$ cat config.mk
export PLATFORM = sky130hd
export DESIGN_NAME = fpga_config_init_control
export DESIGN_NICKNAME = d
export VERILOG_FILES = /design/src/core/fpga_config_init_control.v
export VERILOG_INCLUDE_DIRS = /design/src /design/src/inc
export SDC_FILE = /design/constraint.sdc
export NUM_CORES = 1
export LEC_CHECK = 0
export ABC_CLOCK_PERIOD_IN_PS = 2990
export BUFFER_PORTS_ARGS = -buffer_cell sky130_fd_sc_hd__buf_2
export CAP_MARGIN = 20
export CORE_MARGIN = 1
export CORE_UTILIZATION = 49
export DETAILED_ROUTE_END_ITERATION = 16
export PLACE_DENSITY = 0.75
export SYNTH_ARGS = -nofsm -noshare
export SYNTH_HDL_FRONTEND = slang
export SYNTH_SLANG_ARGS = --single-unit
$ cat constraint.sdc
create_clock -name clock -period 2.99 [get_ports clock]
set_input_delay 0.598 -clock clock [delete_from_list [all_inputs] [get_ports clock]]
set_output_delay 0.598 -clock clock [all_outputs]
set_load 0.02 [all_outputs]
$ cat src/inc/fpga_config_init_control_defines.vh
// Constants for the configuration and initialization controller.
// Assumes a 100 MHz system clock and an include path that reaches inc/.
// Operation
// (RL1) Reconfiguration takes about 100 ms, clears state.
// (RL2) Host saves its own state before restarting.
// (RL3) Ten start-up clocks of initialization precede user mode.
// (RL4) Oscillator in self-load, host clock otherwise; the code also uses the oscillator in the host-fed strobed byte scheme.
// (RL5) User start-up clock option, at most 6 MHz.
// (RL6) Auto-restart only in self-loading schemes.
// (RL7) Error holds status low until restart pulse.
// (RL8) Auto-restart: status low ten clocks, then release.
// (RL9) User pins tri-stated throughout configuration.
// (RL10) Release order of override and clear selectable.
// (RL11) Device drives config clock, 2 to 6 MHz.
// (RL12) Config clock in user mode only if enabled.
// (RL13) Hold load_complete low, release, then input.
// (RL14) Rising load_complete starts initialization.
// (RL15) Time-out flags error after ten clocks.
// (RL16) Time-out disabled: wait forever, no error.
// (RL17) Outside party may hold load_complete low.
// (RL18) Three straps decode six schemes, two reserved.
// (RL19) Serial_parallel_select low serial, high parallel.
// (RL20) Status low at power-up, released within 100 ms.
// (RL21) Any configuration error pulls status low.
// (RL22) Restart low holds reset, rise starts configuration.
// (RL23) Start-up counter restarts each new cycle.
`ifndef FPGA_CONFIG_INIT_CONTROL_DEFINES_VH
`define FPGA_CONFIG_INIT_CONTROL_DEFINES_VH
// ----------------------------------------
// Timing
// ----------------------------------------
`define CLK_NS 10
`define OSC_HALF_NS 130
`define OSC_HALF_CYC (`OSC_HALF_NS / `CLK_NS)
`define POR_MS 100
`define POR_CYC (`POR_MS * 1000000 / `CLK_NS)
`define STARTUP_TICKS 4'ha
`define RELEASE1_TICK 4'h5
`define AUTO_LOW_TICKS 4'ha
`define TIMEOUT_TICKS 4'ha
// ----------------------------------------
// Schemes
// ----------------------------------------
`define SCH_EPROM_SERIAL_SELF_LOAD 3'h0
`define SCH_HOST_FED_SERIAL 3'h2
`define SCH_SELF_LOAD_BYTE_UP 3'h4
`define SCH_HOST_FED_BYTE_SYNC 3'h5
`define SCH_SELF_LOAD_BYTE_DOWN 3'h6
`define SCH_HOST_FED_BYTE_STROBED 3'h7
// ----------------------------------------
// Registers
// ----------------------------------------
`define REG_CTRL 2'h0
`define REG_STAT 2'h1
`define CTRL_RESET 5'h00
`define CTRL_USER_CLK 0
`define CTRL_AUTO_RESTART 1
`define CTRL_CLEARS_FIRST 2
`define CTRL_CLK_OUT 3
`define CTRL_TIMEOUT_DIS 4
`endif

$ cat src/core/fpga_config_init_control.v
// Configuration and initialization sequencer with an Avalon-MM option port.
// Assumes the data loader reports load_done and data_error on this clock
// and that all pins pass through the three-stage filter below.
//
// Decided for this implementation: the placing of the registers and the Avalon-MM interface to the registers.
`timescale 1ns/1ns
`include "fpga_config_init_control_defines.vh"

// ----------------------------------------
// Pin filter
// ----------------------------------------
module pin_filter #(
  parameter W = 1
) (
  input wire clock,
  input wire rst_n,
  input wire [W-1:0] d,
  output reg [W-1:0] q
);
  reg [W-1:0] s1_q;
  reg [W-1:0] s2_q;
  reg [W-1:0] s3_q;
  // A bit changes only once the second and third stages agree.
  always @(posedge clock or negedge rst_n) begin
    if (!rst_n) begin
      s1_q <= {W{1'b0}};
      s2_q <= {W{1'b0}};
      s3_q <= {W{1'b0}};
      q <= {W{1'b0}};
    end else begin
      s1_q <= d;
      s2_q <= s1_q;
      s3_q <= s2_q;
      q <= (s3_q & ~(s2_q ^ s3_q)) | (q & (s2_q ^ s3_q));
    end
  end
endmodule // pin_filter

// ----------------------------------------
// Controller
// ----------------------------------------
module fpga_config_init_control #(
  parameter POR_CYCLES = `POR_CYC
) (
  input wire clock,
  input wire nrst,
  input wire [3:0] avs_address,
  input wire avs_read,
  input wire avs_write,
  input wire [31:0] avs_writedata,
  output reg [31:0] avs_readdata,
  output wire avs_waitrequest,
  input wire config_restart_n,
  input wire serial_parallel_select,
  input wire scheme_select_1,
  input wire scheme_select_0,
  input wire user_startup_clock,
  input wire config_clock_in,
  output reg config_clock_out,
  output reg config_clock_oe,
  input wire load_complete_in,
  output wire load_complete_out,
  output reg load_complete_oe,
  input wire status_error_n_in,
  output wire status_error_n_out,
  output reg status_error_n_oe,
  input wire load_done,
  input wire data_error,
  output reg user_oe_override,
  output reg user_clear,
  output reg user_mode
);
  localparam [3:0] S_RESET = 4'h0;
  localparam [3:0] S_POR = 4'h1;
  localparam [3:0] S_LOAD = 4'h2;
  localparam [3:0] S_WAIT = 4'h3;
  localparam [3:0] S_INIT = 4'h4;
  localparam [3:0] S_USER = 4'h5;
  localparam [3:0] S_ERROR = 4'h6;
  localparam [3:0] S_AUTO = 4'h7;
  localparam [23:0] POR_LIM = POR_CYCLES[23:0];
  localparam integer OSC_LIM_I = `OSC_HALF_CYC - 1;
  localparam [3:0] OSC_LIM = OSC_LIM_I[3:0];

  reg rst1_q;
  reg rst_n_q;
  wire [7:0] pins;
  reg [3:0] state_q;
  reg [3:0] state_d;
  reg [2:0] scheme_q;
  reg [2:0] scheme_d;
  reg [3:0] cnt_q;
  reg [3:0] cnt_d;
  reg [23:0] por_q;
  reg [3:0] div_q;
  reg osc_q;
  reg osc_prev_q;
  reg usr_prev_q;
  reg hck_prev_q;
  reg lc_prev_q;
  reg restart_prev_q;
  reg [4:0] ctrl_q;
  reg ack_q;
  reg tmo_q;
  reg tmo_d;
  reg oe_d;
  reg clr_d;
  wire restart_n = pins[0];
  wire lc = pins[1];
  wire usr_ck = pins[2];
  wire host_ck = pins[3];
  wire [2:0] strap = pins[6:4]; // see (RL19)
  wire stat_pin = pins[7];
  wire self_load = (scheme_q == `SCH_EPROM_SERIAL_SELF_LOAD) ||
                   (scheme_q == `SCH_SELF_LOAD_BYTE_UP) ||
                   (scheme_q == `SCH_SELF_LOAD_BYTE_DOWN);
  wire host_fed = (scheme_q == `SCH_HOST_FED_SERIAL) || (scheme_q == `SCH_HOST_FED_BYTE_SYNC);
  wire drives_clk = self_load || (scheme_q == `SCH_HOST_FED_BYTE_STROBED);
  wire tick;
  reg tick_sel;

  // ----------------------------------------
  // Reset release and pin filtering
  // ----------------------------------------
  always @(posedge clock or negedge nrst) begin
    if (!nrst) begin
      rst1_q <= 1'b0;
      rst_n_q <= 1'b0;
    end else begin
      rst1_q <= 1'b1;
      rst_n_q <= rst1_q;
    end
  end

  pin_filter #(.W(8)) u_pins (
    .clock(clock),
    .rst_n(rst_n_q),
    .d({status_error_n_in, serial_parallel_select, scheme_select_1, scheme_select_0, config_clock_in,
        user_startup_clock, load_complete_in, config_restart_n}),
    .q(pins)
  );

  // ----------------------------------------
  // Start-up clock selection
  // ----------------------------------------
  // The internal oscillator runs at 100 MHz / 26, close to 3.85 MHz.
  always @* begin
    if (ctrl_q[`CTRL_USER_CLK]) begin
      tick_sel = usr_ck & ~usr_prev_q; // see (RL5)
    end else if (host_fed) begin
      tick_sel = host_ck & ~hck_prev_q; // see (RL4)
    end else begin
      tick_sel = osc_q & ~osc_prev_q; // see (RL4)
    end
  end
  assign tick = tick_sel;

  // ----------------------------------------
  // Sequencer
  // ----------------------------------------
  always @* begin
    state_d = state_q;
    scheme_d = scheme_q;
    cnt_d = cnt_q;
    tmo_d = tmo_q;
    case (state_q)
      S_POR: begin
        if (por_q == POR_LIM) begin
          state_d = restart_n ? S_LOAD : S_RESET; // see (RL20)
          scheme_d = strap;
          cnt_d = 4'h0;
        end
      end
      S_RESET: begin
        if (restart_n && !restart_prev_q) begin
          scheme_d = strap; // see (RL18)
          cnt_d = 4'h0; // see (RL23)
          tmo_d = 1'b0;
          state_d = S_LOAD; // see (RL22)
        end
      end
      S_LOAD: begin
        if (scheme_q == 3'h1 || scheme_q == 3'h3) begin
          state_d = S_ERROR; // see (RL18)
        end else if (data_error) begin
          // A host-fed scheme cannot refetch data, so it stops.
          state_d = (ctrl_q[`CTRL_AUTO_RESTART] && self_load) ? S_AUTO : S_ERROR; // see (RL6)
          cnt_d = 4'h0;
        end else if (load_done) begin
          state_d = S_WAIT; // see (RL13)
          cnt_d = 4'h0;
        end
      end
      S_WAIT: begin
        if (lc && !lc_prev_q) begin
          state_d = S_INIT; // see (RL14)
          cnt_d = 4'h0; // see (RL23)
        end else if (tick && cnt_q != `TIMEOUT_TICKS) begin
          cnt_d = cnt_q + 4'h1;
        end else if (cnt_q == `TIMEOUT_TICKS && !ctrl_q[`CTRL_TIMEOUT_DIS]) begin
          state_d = S_ERROR; // see (RL15)
          tmo_d = 1'b1;
        end
        // With the time-out disabled the count parks and waiting goes on. see (RL16) (RL17)
      end
      S_INIT: begin
        if (tick) begin
          cnt_d = cnt_q + 4'h1;
          if (cnt_q + 4'h1 == `STARTUP_TICKS) begin
            state_d = S_USER; // see (RL3)
          end
        end
      end
      S_AUTO: begin
        if (tick) begin
          cnt_d = cnt_q + 4'h1;
          if (cnt_q + 4'h1 == `AUTO_LOW_TICKS) begin
            state_d = S_LOAD; // see (RL8)
            cnt_d = 4'h0; // see (RL23)
          end
        end
      end
      S_USER: begin
        state_d = S_USER;
      end
      S_ERROR: begin
        state_d = S_ERROR; // see (RL7)
      end
      default: begin
        state_d = S_RESET;
      end
    endcase
    if (!restart_n && state_q != S_POR) begin
      state_d = S_RESET; // see (RL22)
    end
  end

  // Release order during initialization; the first release comes mid-sequence.
  always @* begin
    oe_d = 1'b1;
    clr_d = 1'b1;
    if (state_d == S_USER) begin
      oe_d = 1'b0;
      clr_d = 1'b0;
    end else if (state_d == S_INIT && cnt_d >= `RELEASE1_TICK) begin
      oe_d = ctrl_q[`CTRL_CLEARS_FIRST]; // see (RL10)
      clr_d = ~ctrl_q[`CTRL_CLEARS_FIRST]; // see (RL10)
    end
  end

  always @(posedge clock or negedge rst_n_q) begin
    if (!rst_n_q) begin
      state_q <= S_POR;
      scheme_q <= 3'h0;
      cnt_q <= 4'h0;
      por_q <= 24'h000000;
      div_q <= 4'h0;
      osc_q <= 1'b0;
      osc_prev_q <= 1'b0;
      usr_prev_q <= 1'b0;
      hck_prev_q <= 1'b0;
      lc_prev_q <= 1'b0;
      restart_prev_q <= 1'b0;
      tmo_q <= 1'b0;
      user_oe_override <= 1'b1;
      user_clear <= 1'b1;
      user_mode <= 1'b0;
      status_error_n_oe <= 1'b1;
      load_complete_oe <= 1'b0;
      config_clock_oe <= 1'b0;
      config_clock_out <= 1'b0;
    end else begin
      state_q <= state_d;
      scheme_q <= scheme_d;
      cnt_q <= cnt_d;
      tmo_q <= tmo_d;
      if (state_q == S_POR && por_q != POR_LIM) begin
        por_q <= por_q + 24'h000001;
      end
      if (div_q == OSC_LIM) begin
        div_q <= 4'h0;
        osc_q <= ~osc_q; // see (RL11)
      end else begin
        div_q <= div_q + 4'h1;
      end
      osc_prev_q <= osc_q;
      usr_prev_q <= usr_ck;
      hck_prev_q <= host_ck;
      lc_prev_q <= lc;
      restart_prev_q <= restart_n;
      user_oe_override <= oe_d; // see (RL9)
      user_clear <= clr_d; // see (RL1)
      user_mode <= (state_d == S_USER);
      status_error_n_oe <= (state_d == S_POR) || (state_d == S_RESET) || (state_d == S_ERROR) ||
                           (state_d == S_AUTO); // see (RL21)
      load_complete_oe <= (state_d == S_LOAD) || (state_d == S_RESET) || (state_d == S_AUTO) ||
                          (state_d == S_ERROR); // see (RL13)
      config_clock_out <= osc_q;
      config_clock_oe <= drives_clk && (((state_d == S_LOAD) || (state_d == S_WAIT) ||
                         (state_d == S_INIT)) ||
                         ((state_d == S_USER) && ctrl_q[`CTRL_CLK_OUT])); // see (RL11) (RL12)
    end
  end

  assign status_error_n_out = 1'b0;
  assign load_complete_out = 1'b0;

  // ----------------------------------------
  // Avalon-MM slave
  // ----------------------------------------
  // Every access waits exactly one cycle, so read data is a registered snapshot.
  assign avs_waitrequest = (avs_read | avs_write) & ~ack_q;

  always @(posedge clock or negedge rst_n_q) begin
    if (!rst_n_q) begin
      ack_q <= 1'b0;
      ctrl_q <= `CTRL_RESET;
      avs_readdata <= 32'h00000000;
    end else begin
      ack_q <= (avs_read | avs_write) & ~ack_q;
      if (avs_write && ack_q && avs_address[3:2] == `REG_CTRL) begin
        ctrl_q <= avs_writedata[4:0];
      end
      if (avs_read && !ack_q) begin
        case (avs_address[3:2])
          `REG_CTRL: begin
            avs_readdata <= {27'h0000000, ctrl_q};
          end
          `REG_STAT: begin
            avs_readdata <= {20'h00000, stat_pin, lc, tmo_q, user_mode, 1'b0, scheme_q,
                             state_q};
          end
          default: begin
            avs_readdata <= 32'h00000000;
          end
        endcase
      end
    end
  end
endmodule // fpga_config_init_control

Word-level counts from Yosys, hierarchy flattened --
Index checks and enable logic that the tools add are counted.
Cells by class: add/sub/neg operators 3, order comparisons 1, eq/ne operators 34, mux-type cells 43, bitwise operators 16, reduce and logical (&&, ||, !) cells 40
Operator list (count):
- $mux W4 | 24
- $eq A4 B3 Y1 const B | 8
- $pmux W4 S8 | 1
- $add A24 B1 Y24 const B | 1
- $eq A24 B24 Y1 const B | 1
- $ne A24 B24 Y1 const B | 1
- $pmux W12 S2 | 1
- $pmux W4 S6 | 1
- $and A8 B8 Y8 | 2
- $eq A4 B2 Y1 const B | 4
- $logic_or A1 B1 Y1 | 14
- $logic_and A1 B1 Y1 | 13
- $eq A3 B3 Y1 const B | 4
- $eq A4 B4 Y1 const B | 3
- $mux W1 | 11
- $ne A2 B2 Y1 const B | 5
- $add A4 B1 Y4 const B | 2
- $eq A4 B1 Y1 const B | 2
- $logic_not A4 Y1 | 2
- $not A8 Y8 | 1
- $or A8 B8 Y8 | 1
- $xor A8 B8 Y8 | 1
- $eq A3 B2 Y1 const B | 2
- $mux W3 | 2
- other kinds (17) | 30
Storage, ports and cells: register bits 124, bits of input ports 50, output and inout port bits 42, logic and storage cells 164

Logic depth before layout (Yosys ltp) --
word-level depth 14, depth in mapped cells 9, gate-level depth less buffers 9

Modules after synthesis --
A second synthesis with hierarchy kept.
Second synthesis, totals: cell total of the unflattened synthesis 396, area total of the unflattened synthesis 4538.1 sq um
Modules (own cells, without submodules):
- fpga_config_init_control | instances 1, cells each 356, area each 3647.2 sq um
- pin_filter | instances 1, cells each 40, area each 890.9 sq um

Worst setup path after synthesis --
No wires, ideal clock.
path type register to register, start register por_q[11], end register config_clock_oe, library setup time 0.111 ns, arrival 2.281 ns, setup slack 0.598 ns, stages on the path, launching flop included 8, path buffers 0, period minus slack after synthesis 2.392 ns, path through dfrtp_1 -> or4b_1 -> or3_4 -> o21a_4 -> a31o_1 -> a21oi_4 -> o21bai_2 -> a2111oi_2
On the way: word-level cells in the longest chain between the ends 9, elaborated cells on any way between the ends 13, classes of those cells eq/ne (5); mux (3); reduce/logical (5)
Ends and longest elaborated chain:
- start, declared | line fpga_config_init_control.v:94 | reg [23:0] por_q;
- start signal, assigned | line fpga_config_init_control.v:278 | por_q <= por_q + 24'h000001;
- $eq A24 B24 Y1 * | line fpga_config_init_control.v:168 | if (por_q == POR_LIM) begin
- $mux W4 * | line fpga_config_init_control.v:168
- $pmux W4 S8 * | line fpga_config_init_control.v:166 | case (state_q)
- $mux W4 * | line fpga_config_init_control.v:233 | if (!restart_n && state_q != S_POR) begin
- $eq A4 B2 Y1 | line fpga_config_init_control.v:299 | config_clock_oe <= drives_clk && (((state_d == S_LOAD) || (state_d == S_WAIT) ||
- $logic_or A1 B1 Y1 (2 in series) | line fpga_config_init_control.v:299
- $logic_or A1 B1 Y1 * | line fpga_config_init_control.v:299
- $logic_and A1 B1 Y1 * | line fpga_config_init_control.v:299
- end signal, assigned | line fpga_config_init_control.v:299
- end, declared | line fpga_config_init_control.v:60 | output reg config_clock_oe,
Mark *: on every way between the ends. The rest lies on a longest branch, timed or not. A chain may end at the register's enable or synchronous reset.

Final worst setup path --
start register por_q[11], end register user_oe_override
On the way: word-level cells in the longest chain between the ends 8, elaborated cells on any way between the ends 12, classes of those cells order compare (1); eq/ne (3); mux (7); reduce/logical (1)
Ends and longest elaborated chain:
- $eq A24 B24 Y1 * | line fpga_config_init_control.v:168
- parallel branches: the longest is 6 deep, another holds $ge A4 B3 Y1
- $mux W1 * | line fpga_config_init_control.v:242 | if (state_d == S_USER) begin
- via oe_d | line fpga_config_init_control.v:106 | reg oe_d;
- end signal, assigned | line fpga_config_init_control.v:265 | user_oe_override <= 1'b1;
- end signal, assigned | line fpga_config_init_control.v:291 | user_oe_override <= oe_d;
- end, declared | line fpga_config_init_control.v:69 | output reg user_oe_override,
Mark *: on every way through the listed nets, which the timed path passes.

==> metrics.txt <==
clk_lat worst skew=0.37 ns; clock slew at reported path FFs=0.10 ns; Die ar.=0.00958 mm²; post-synthesis cell type count=61; fmax=381 MHz; Final Setup Violations=0; Yosys Warn Count=0; outcome=complete, but fails checks; #FFs+latches synth=103; Final #Nets=494; clock root buffer=clkbuf_8; r2r setup slk=0.36 ns; Antenna Violating Nets Remaining=0; pwr dens=570 mW/mm²; reg2reg end=user_oe_override$_DFF_PN1_; post-synth top area share=0.550; layout cells sized above 1=0.188; Simple-Gate Fraction of Synth Area=0.134; Max clock buf depth=2; violated checks=design-rule violations; final worst-path cycle share=0.878; num ports=92; hold crit path type=flop to asynchronous set/reset pin; clock sinks=103; mapped cell area=0.00450 mm²; crit-path max FO=6; total track usage=0.185; max_cap viols=0; slowest CP cell=or4b_1; grt ovf=0; slew margin rel.=0.411; die height=97.9 µm; Clock Skews=0.0103 ns; WP depth=7; Via-to-Cell Ratio=5.36; class of the most critical setup path=flop to flop; Synth area leaders=dfrtp_1 (55%), xnor2_1 (3.9%), buf_4 (3.8%); Async SR Flop Fraction=1.00; GP Congestion=0.895; crit path to=user_oe_override$_DFF_PN1_; DR iter-0 viols=174; minimum clock period=2.63 ns; first-pass GRT wire length=14.0 mm; final hold viol count=0; final core area utilization=0.570; delay-heaviest family, CP=simple AND/OR/NAND/NOR gates; leading area contributor after synthesis=dfrtp_1; number of synthesized flops with an enable pin=0; CP peak stage delay=0.57 ns; Max H-tree Level=3; worst path arrival time=2.91 ns; Least-Margin Pin Slew=0.882 ns; Max Slew Vio Count=0; CTS Buf Count=9; vias=2,949; Crit. Startpoint=por_q[11]$_DFFE_PN0P_; sequential area share after synthesis=0.573; core footprint=0.00881 mm²; DR WL/cell=14.8 µm; remaining routing DRC violations=4; Avg Inst Size Synth=11.7 µm²; total chip power=2.86 mW; pin count of the biggest net entering global routing=59; VDD IR max=0.371 mV; post-synthesis mux area share=0.0333; adder-cell share of the synthesized area=0.0372; Worst EP required=3.27 ns; initial antenna violation count=0; Final HPWL DP=5.87 mm; ANT cells=0; critical-path cell list=or4b_1 -> or3_4 -> o21ai_1 -> o211ai_1 -> nor3_1 -> o31ai_1 -> o21ai_0; vias in the first global route=3,006; setup bufs post-CTS=0; reg2reg path depth=7; TritonCTS clock tree=done; setup tns final=0 ns; Layout area overhead=11.5%; TritonRoute pass-1 iters=10; xor/xnor share of the synthesized area=0.0525; Initial Utilization=0.511; WP buf/inv=0; Syn Inst Count=385; RR Startpoint=por_q[11]$_DFFE_PN0P_; WHS=0.324 ns; CP endpoint kind=flop; RSZ-0062 raised after global routing=false; Critical Path Source Type=flop; Synth Flop Type=dfrtp_1; Leak=2.26 nW; port bufs=39; Compound-Gate Fraction of Synth Area=0.113; drt total wl=8.15 mm; main combinational cell family by area after synthesis=simple AND/OR/NAND/NOR gates; Rows=34; die width=97.9 µm
## placed cells by master (no fill, tap or decap), types with 3 or more instances in the layout
| cell type | count |
|---|---|
| and3_1 | 8 |
| ha_1 | 7 |
| nand2_1 | 21 |
| nand3b_1 | 3 |
| xor2_1 | 7 |
| clkbuf_8 | 9 |
| a21o_1 | 4 |
| buf_4 | 4 |
| mux2_2 | 8 |
| nor3b_1 | 3 |
| a22o_1 | 7 |
| a21oi_1 | 15 |
| nor2b_1 | 5 |
| dfrtp_1 | 98 |
| dfstp_2 | 4 |
| inv_1 | 16 |
| xnor2_1 | 20 |
| mux2i_1 | 6 |
| nor4_1 | 3 |
| a31oi_1 | 4 |
| nor3_1 | 7 |
| nand4_1 | 8 |
| conb_1 | 25 |
| o21ai_0 | 15 |
| or2_2 | 3 |
| maj3_1 | 8 |
| buf_2 | 39 |
| nand3_1 | 11 |
| nor2_1 | 20 |
| nand2b_1 | 7 |
| o211ai_1 | 3 |
## through the flow
stage / instance area (µm²) / instances / setup slack, ns
after floorplan: 4590 / 408 / 0.598
after global placement: 4790 / 533 / 0.521
after detailed placement: 4790 / 533 / 0.441
after CTS: 5020 / 550 / 0.398
after global routing: 5020 / 550 / 0.243
final: 5020 / 550 / 0.364
## synth_stat cells, types with 2 or more instances
| library cell | number |
|---|---|
| nor3b_1 | 3 |
| and3_1 | 8 |
| nand2b_1 | 7 |
| mux2_2 | 8 |
| mux2i_1 | 6 |
| nand4_1 | 8 |
| clkbuf_1 | 4 |
| conb_1 | 2 |
| maj3_1 | 8 |
| o21ai_0 | 15 |
| nand2_1 | 21 |
| nor4_1 | 3 |
| a22o_1 | 7 |
| nor2_1 | 20 |
| a21boi_0 | 2 |
| nand3b_1 | 3 |
| o21a_1 | 2 |
| dfrtp_1 | 99 |
| dfstp_2 | 4 |
| or2_2 | 3 |
| a21o_1 | 4 |
| a31oi_1 | 4 |
| nor2b_1 | 5 |
| o41ai_1 | 2 |
| buf_4 | 23 |
| ha_1 | 7 |
| xor2_1 | 7 |
| nor3_1 | 7 |
| nand3_1 | 11 |
| xnor2_1 | 20 |
| o211ai_1 | 3 |
| a21oi_1 | 15 |
| inv_1 | 16 |
## worst min path at each step
stage,cells past startpoint,to,startpoint,slack (ns)
floorplan,0,rst1_q$_DFF_PN0_,nrst,0.30
global placement,0,u_pins.s1_q[0]$_DFF_PN0_,rst_n_q$_DFF_PN0_,0.33
detailed placement,0,load_complete_oe$_DFF_PN0_,rst_n_q$_DFF_PN0_,0.34
CTS,1,u_pins.s1_q[2]$_DFF_PN0_,user_startup_clock,0.30
global route,1,u_pins.s1_q[2]$_DFF_PN0_,user_startup_clock,0.29
finish,0,u_pins.s1_q[0]$_DFF_PN0_,rst_n_q$_DFF_PN0_,0.32
## area by class of cell
type	instances	area (µm²)
repair buffers	45	255
clock buffers	9	124
inverters	16	60.1
fillers	753	3790
clock inverters	7	100
well taps	108	135
multi-input cells	262	1760
flip-flops and latches	103	2590
## flip-flops by register name (all words and copies together), names as in the netlist, 3 cells and up, named ones only
name,count
por_q,24
avs_readdata,11
cnt_q,4
scheme_q,3
u_pins.s2_q,8
ctrl_q,5
div_q,4
state_q,4
u_pins.s3_q,8
u_pins.s1_q,8
## cells by family after synthesis
family          after synthesis
compound gates               71
xor+xnor                     27
fa+ha+maj                    15
buf+inv                      43
flops                       103
mux                          14
other cells                   2
simple gates                110
## per-layer routing
metal	up-vias	track usage	routed length (µm)
met2	82	0.311	4100
li1	1420	-	-
met5	-	0	0
met4	0	0.0816	107
met3	6	0.0301	338
met1	1441	0.236	3600
## what timing repair did
item | CTS | global route
setup endpoints to repair | 0 | 0
resized for setup | 0 | 0
endpoints found under the hold margin | 2 | 0
hold buffers | 1 | 0
## power by group
| group | switching (mW) | leakage, nW | internal (mW) |
|---|---|---|---|
| clock | 0.512 | 0.105 | 0.412 |
| combinational | 0.200 | 0.888 | 0.144 |
| sequential | 0.102 | 1.27 | 1.49 |
| total | 0.814 | 2.26 | 2.05 |
No activity file was read; power rests on OpenSTA's default activity.
